`src/logic/ies_pkg.sv`:
```
// shared constants and types of the interrupt entry sequencer
package ies_pkg;
    localparam int IES_ADDR_W = 16;
    localparam int IES_DATA_W = 8;
    localparam logic [7:0] IES_STACK_PAGE = 8'h01;
    localparam logic [15:0] IES_NMI_VEC = 16'hff00;
    localparam logic [15:0] IES_IRQ_VEC = 16'hff04;
    localparam logic [15:0] IES_VEC_HI_OFS = 16'h0001;
    localparam logic [7:0] IES_SP_STEP = 8'h01;
    localparam logic [15:0] IES_PC_RST = 16'h0000;
    localparam logic [7:0] IES_BYTE_RST = 8'h00;

    typedef enum logic [2:0] {
        IES_ST_IDLE = 3'b000,
        IES_ST_PUSH_HI = 3'b001,
        IES_ST_PUSH_LO = 3'b010,
        IES_ST_PUSH_PS = 3'b011,
        IES_ST_VEC_LO = 3'b100,
        IES_ST_VEC_HI = 3'b101,
        IES_ST_JUMP = 3'b110
    } ies_state_t;

    typedef struct packed {
        logic [15:0] addr;
        logic [7:0] wdata;
        logic we;
        logic rd;
    } ies_mem_req_t;

    localparam ies_mem_req_t IES_REQ_IDLE = '{addr: 16'h0000, wdata: 8'h00, we: 1'b0, rd: 1'b0};
endpackage

```
`src/logic/ies_nmi_edge.sv`:
```
// falling edge catcher for the non-maskable request line
`timescale 1ns/10ps
module ies_nmi_edge
    import ies_pkg::*;
(
    input wire logic sys_clk,
    input wire logic rst_b,
    input wire logic nmi_n,
    input wire logic take,
    output logic pending
);
    logic prev;
    logic next_prev;
    logic next_pending;

    always_comb begin
        next_prev = nmi_n;
        // a new edge beats a clear in the same cycle
        next_pending = (prev & ~nmi_n) | (pending & ~take);
    end

    always_ff @(posedge sys_clk or negedge rst_b) begin
        if (!rst_b) begin
            prev <= 1'b1;
            pending <= 1'b0;
        end else begin
            prev <= next_prev;
            pending <= next_pending;
        end
    end
endmodule

```
`src/logic/ies_entry_seq.sv`:
```
// interrupt entry sequencer: recognise, stack pc and status, fetch vector, jump
//
// Behaviour
// - a low level on the maskable request input, or a falling edge on the non-maskable one, means service is wanted.
// - wait for the running instruction to finish before entry starts.
// - write pc and status to consecutive stack locations addressed by the stack pointer.
// - then read handler low and high bytes from two fixed locations.
// - put handler address on the bus and fetch from it, all automatic.
// - maskable or non-maskable request both enter the service software.
// - maskable input is level sensitive, taken when low and inhibit clear.
// - recognising an interrupt sets the inhibit flag automatically.
// - non-maskable input gives one interrupt per falling edge.
// - nothing inside masks the non-maskable input; inhibit ignores it.
`timescale 1ns/10ps
module ies_entry_seq
    import ies_pkg::*;
#(
    parameter logic [15:0] NMI_VEC = IES_NMI_VEC,
    parameter logic [15:0] IRQ_VEC = IES_IRQ_VEC,
    parameter logic [7:0] STACK_PAGE = IES_STACK_PAGE
) (
    input wire logic sys_clk,
    input wire logic rst_b,
    input wire logic irq_n,
    input wire logic nmi_n,
    input wire logic instr_done,
    input wire logic [15:0] cpu_pc,
    input wire logic [7:0] cpu_status,
    input wire logic [7:0] cpu_sp,
    input wire logic inhibit_set,
    input wire logic inhibit_clr,
    input wire logic [7:0] mem_rdata,
    output ies_mem_req_t mem_req,
    output logic busy,
    output logic pc_load,
    output logic [15:0] pc_new,
    output logic sp_load,
    output logic [7:0] sp_out,
    output logic inhibit,
    output logic entry_nmi
);
    ies_state_t state;
    ies_state_t next_state;
    ies_mem_req_t next_mem_req;
    logic next_busy;
    logic next_pc_load;
    logic [15:0] next_pc_new;
    logic next_sp_load;
    logic [7:0] next_sp_out;
    logic next_inhibit;
    logic next_entry_nmi;
    logic [15:0] save_pc;
    logic [15:0] next_save_pc;
    logic [7:0] save_ps;
    logic [7:0] next_save_ps;
    logic [7:0] vec_lo;
    logic [7:0] next_vec_lo;
    logic nmi_pend;
    logic irq_req;
    logic take;
    logic [15:0] vec_base;
    logic [15:0] handler;

    // falling edge latch for the non-maskable line
    ies_nmi_edge u_nmi_edge (
        .sys_clk(sys_clk),
        .rst_b(rst_b),
        .nmi_n(nmi_n),
        .take(take & nmi_pend),
        .pending(nmi_pend)
    );

    always_comb begin
        irq_req = ~irq_n & ~inhibit;
        take = (state == IES_ST_IDLE) & instr_done & (nmi_pend | irq_req);
        vec_base = entry_nmi ? NMI_VEC : IRQ_VEC;
        handler = {mem_rdata, vec_lo};
        // hardware set wins over software clear
        next_inhibit = take | inhibit_set | (inhibit & ~inhibit_clr);
    end

    always_comb begin
        next_state = state;
        next_mem_req = IES_REQ_IDLE;
        next_busy = busy;
        next_pc_load = 1'b0;
        next_pc_new = pc_new;
        next_sp_load = 1'b0;
        next_sp_out = sp_out;
        next_entry_nmi = entry_nmi;
        next_save_pc = save_pc;
        next_save_ps = save_ps;
        next_vec_lo = vec_lo;
        unique case (state)
            IES_ST_IDLE: begin
                if (take) begin
                    next_state = IES_ST_PUSH_HI;
                    next_busy = 1'b1;
                    next_save_pc = cpu_pc;
                    next_save_ps = cpu_status;
                    next_sp_out = cpu_sp;
                    next_entry_nmi = nmi_pend;
                    next_mem_req.addr = {STACK_PAGE, cpu_sp};
                    next_mem_req.wdata = cpu_pc[15:8];
                    next_mem_req.we = 1'b1;
                end
            end
            IES_ST_PUSH_HI: begin
                next_state = IES_ST_PUSH_LO;
                next_sp_out = sp_out - IES_SP_STEP;
                next_mem_req.addr = {STACK_PAGE, next_sp_out};
                next_mem_req.wdata = save_pc[7:0];
                next_mem_req.we = 1'b1;
            end
            IES_ST_PUSH_LO: begin
                next_state = IES_ST_PUSH_PS;
                next_sp_out = sp_out - IES_SP_STEP;
                next_mem_req.addr = {STACK_PAGE, next_sp_out};
                next_mem_req.wdata = save_ps;
                next_mem_req.we = 1'b1;
            end
            IES_ST_PUSH_PS: begin
                next_state = IES_ST_VEC_LO;
                next_sp_out = sp_out - IES_SP_STEP;
                next_mem_req.addr = vec_base;
                next_mem_req.rd = 1'b1;
            end
            IES_ST_VEC_LO: begin
                next_state = IES_ST_VEC_HI;
                next_vec_lo = mem_rdata;
                next_mem_req.addr = vec_base + IES_VEC_HI_OFS;
                next_mem_req.rd = 1'b1;
            end
            IES_ST_VEC_HI: begin
                next_state = IES_ST_JUMP;
                next_pc_new = handler;
                next_pc_load = 1'b1;
                next_sp_load = 1'b1;
                next_mem_req.addr = handler;
                next_mem_req.rd = 1'b1;
            end
            IES_ST_JUMP: begin
                next_state = IES_ST_IDLE;
                next_busy = 1'b0;
            end
            default: begin
                next_state = IES_ST_IDLE;
                next_busy = 1'b0;
            end
        endcase
    end

    always_ff @(posedge sys_clk or negedge rst_b) begin
        if (!rst_b) begin
            state <= IES_ST_IDLE;
            mem_req <= IES_REQ_IDLE;
            busy <= 1'b0;
            pc_load <= 1'b0;
            pc_new <= IES_PC_RST;
            sp_load <= 1'b0;
            sp_out <= IES_BYTE_RST;
            inhibit <= 1'b1;
            entry_nmi <= 1'b0;
            save_pc <= IES_PC_RST;
            save_ps <= IES_BYTE_RST;
            vec_lo <= IES_BYTE_RST;
        end else begin
            state <= next_state;
            mem_req <= next_mem_req;
            busy <= next_busy;
            pc_load <= next_pc_load;
            pc_new <= next_pc_new;
            sp_load <= next_sp_load;
            sp_out <= next_sp_out;
            inhibit <= next_inhibit;
            entry_nmi <= next_entry_nmi;
            save_pc <= next_save_pc;
            save_ps <= next_save_ps;
            vec_lo <= next_vec_lo;
        end
    end
endmodule

```
`config.mk`:
```
export PLATFORM = sky130hd
export DESIGN_NAME = ies_entry_seq
export DESIGN_NICKNAME = d
export VERILOG_FILES = /design/src/logic/ies_pkg.sv /design/src/logic/ies_nmi_edge.sv /design/src/logic/ies_entry_seq.sv
export SDC_FILE = /design/constraint.sdc
export NUM_CORES = 1
export LEC_CHECK = 0
export BUFFER_PORTS_ARGS = -buffer_cell sky130_fd_sc_hd__buf_2
export CAP_MARGIN = 30
export CORE_MARGIN = 4
export CORE_UTILIZATION = 30
export DETAILED_ROUTE_END_ITERATION = 8
export MAX_ROUTING_LAYER = met4
export SYNTH_ARGS = -nofsm -noshare
export SYNTH_HDL_FRONTEND = slang
export SYNTH_SLANG_ARGS = --single-unit
export TNS_END_PERCENT = 20
```
`constraint.sdc`:
```
create_clock -name sys_clk -period 2 [get_ports sys_clk]
set_input_delay 0.5 -clock sys_clk [delete_from_list [all_inputs] [get_ports sys_clk]]
set_output_delay 0.5 -clock sys_clk [all_outputs]
set_load 0.01 [all_outputs]
```
==> flow_metrics.tcl <==
set metrics [dict create \
    path_class "flip-flop to flip-flop" \
    antenna_found_initial 0 \
    synth_edf_count 0 \
    vias 2998 \
    critPathRequiredTime_ns 2.22 \
    h-tree-depth 3 \
    die-width_um 118 \
    wl_um 9980 \
    grt_overflow_total 0 \
    cp-start-kind "flip-flop" \
    layout.nets 491 \
    final_common_cell "buf_2" \
    fin_crit_sh 0.916 \
    cts-root-buf "clkbuf_16" \
    internal-power_mw 5.11 \
    status "finished clean" \
    synth.distinct_cells 61 \
    grt_use_total 0.148 \
    p_leak_nw 2.35 \
    cts_buffer_depth 2 \
    nFillCells 1124 \
    synth_nets 374 \
    combinationalPowerShare 0.429 \
    core_sq_mm 0.0117 \
    hpwl_um 7390 \
    totalPowerFinal_mw 8.04 \
    route.detailed.drc 0 \
    wl_per_cell_um 16.9 \
    slew_headroom 0.554 \
    io_buffers 101 \
    gp_congestion 0.859 \
    crit_arrival_ns 2.05 \
    rsz0062_at_grt "false" \
    ios 102 \
    ir_worst_vdd_mv 0.474 \
    setup_tns_ns 0 \
    cap_violations 0 \
    die_h_um 118 \
    postCtsHoldBufs 0 \
    swShare 0.365 \
    rows 39 \
    cts-resized-gates 0 \
    cts_tree "yes" \
    drt-vias-per-instance 5.08 \
    insertedDiodeCount 0 \
    setup_viol 0 \
    setup.worst_path.end_class "flip-flop" \
    post_cts_buffers 0 \
    die_area_sq_mm 0.0140 \
    finalHoldViolCount 0 \
    drv_slew 0 \
    tightest_slew_ns 0.667 \
    switching_power_mw 2.93 \
    syn_avg_cell_area_sq_um 11.2 \
    cts_buffers 9 \
    final_cell_mix "buf_2 (100), dfrtp_1 (81), nand2_1 (50)" \
    clock.fmax_ghz 0.546 \
    dr.pass1.iters 5 \
    power_frac_seq 0.357 \
    ys_ff_latch 83 \
    grt_pass1_wl_um 15700 \
    yosys_warnings 0 \
    async_flop_share 1.00 \
    grt_pass1_vias 3038 \
    power_density_mw_per_mm2 1690 \
    insertion_delay_ns 0.33 \
    clockPowerShare 0.214 \
    ys_seq_area_frac 0.571 \
    drive_above_1_share 0.398 \
    clk_transition_reported_paths_ns 0.06 \
    grt_max_degree 42 \
    initialDrtViolationCount 151 \
    synth-main-ff-cell "dfrtp_1" \
    cts_sinks 83 \
    start_util 0.312 \
    critical_path.max_fanout 18 \
    synthCells 326 \
    ant_nets 0 \
    min_path_type "input pin to asynchronous set/reset pin" \
    synth_area_sq_mm 0.00364 \
    min_period_ns 1.83 \
    area.growth.synth_to_final_pct 30.5 \
    clock_skew_ns 0.00728 \
]
==> synth_stat cells, types with 2 or more instances <==
cell type,n,share of area
xor2_1,2,0.0048
clkinv_1,2,0.0021
o21ai_0,11,0.015
nor3b_1,3,0.0062
mux2_2,23,0.071
dfrtp_1,81,0.56
nand4_1,3,0.0052
clkbuf_1,11,0.011
o22ai_1,2,0.0034
and4b_1,3,0.0082
nand3b_1,2,0.0041
a21o_1,4,0.0082
o21bai_1,2,0.0041
a221o_1,4,0.011
buf_2,4,0.0055
nor2_1,14,0.014
o21ba_2,2,0.0055
buf_1,3,0.0031
inv_1,7,0.0072
nor2b_1,3,0.0052
a41oi_1,3,0.0072
a221oi_1,2,0.0048
o2111ai_1,2,0.0048
or4_1,2,0.0041
a21oi_1,2,0.0027
dfstp_2,2,0.014
a211oi_1,2,0.0041
buf_6,4,0.012
nand3_1,19,0.026
o211ai_1,4,0.0082
a311oi_1,3,0.0072
nand2_1,50,0.052
a22oi_1,8,0.016
xnor2_1,3,0.0072
and2_1,2,0.0034
nor3_1,7,0.0096
==> cell type report <==
type | count | area [sq um] | share of cell area
Clock buffer | 10 | 229 | 0.0482
Clock inverter | 5 | 78.8 | 0.0166
Inverter | 9 | 33.8 | 0.00711
Multi-Input combinational cell | 211 | 1400 | 0.295
Sequential cell | 83 | 2080 | 0.437
Tap cell | 143 | 179 | 0.0376
Timing Repair Buffer | 129 | 751 | 0.158
==> metal layers <==
layer  up-vias  track usage  share of wire
met5         -            -              0
met4         0       0.0674          0.023
met3        17       0.0263          0.050
met2        93        0.240           0.50
met1      1478        0.180           0.43
li1       1410            -              -
==> worst max-delay path: stages, from the launching register on <==
cell and delay (ns):
dfrtp_1 0.43, buf_12 0.17, or2_2 0.33, nor2_2 0.38
mux2_2 0.39
==> cells by family after synthesis <==
group                    after synthesis  share of synthesized area
flip-flops                            83                      0.571
multiplexers                          24                     0.0742
XOR/XNOR                               5                     0.0120
AND/OR/NAND/NOR                      119                      0.165
AO/OA/AOI/OAI                         62                      0.131
buffers and inverters                 32                     0.0436
adder cells (fa/ha/maj)                1                    0.00344
==> state kept, by name, summed over array words and instances, names as in the netlist, 3 cells and up <==
name     cells
pc_new      16
mem_req     26
vec_lo       8
save_pc      8
sp_out       8
save_ps      8
state        3
==> stage by stage <==
stage,worst slack [ns],cell area (sq um),cells,utilization,hold slack (ns)
global route,0.0846,4750,590,0.408,0.121
global placement,0.125,4440,573,0.380,0.457
CTS,0.150,4740,588,0.407,0.108
floorplan,0.0923,3640,326,-,0.204
finish,0.168,4750,590,0.408,0.103
detailed placement,0.0879,4440,573,0.380,0.458
==> worst paths after layout <==
kind / startpoint / endpoint / slack [ns] / depth (start not counted)
worst max-delay path: state[0]$_DFFE_PN0P_ / vec_lo[1]$_DFFE_PN0P_ / 0.17 / 4
worst min-delay path: rst_b / pc_new[9]$_DFFE_PN0N_ / 0.10 / 1
worst max register to register: state[0]$_DFFE_PN0P_ / vec_lo[1]$_DFFE_PN0P_ / 0.17 / 4
worst min register to register: pc_new[11]$_DFFE_PN0N_ / pc_new[11]$_DFFE_PN0N_ / 0.47 / 2
max in group asynchronous: rst_b / inhibit$_DFF_PN1_ / 1.27 / 2
min in group sys_clk: nmi_n / u_nmi_edge.prev$_DFF_PN1_ / 0.28 / 1
==> power by group through the flow <==
stage | logic (mW) | registers [mW] | clock network, mW
after floorplan | 1.97 | 3.03 | 0
after global placement | 3.39 | 2.88 | 0
after detailed placement | 3.45 | 2.90 | 0
after CTS | 3.47 | 2.88 | 1.76
after global routing | 3.80 | 2.96 | 1.83
final | 3.45 | 2.87 | 1.72
(Power assumes the default switching activity.)
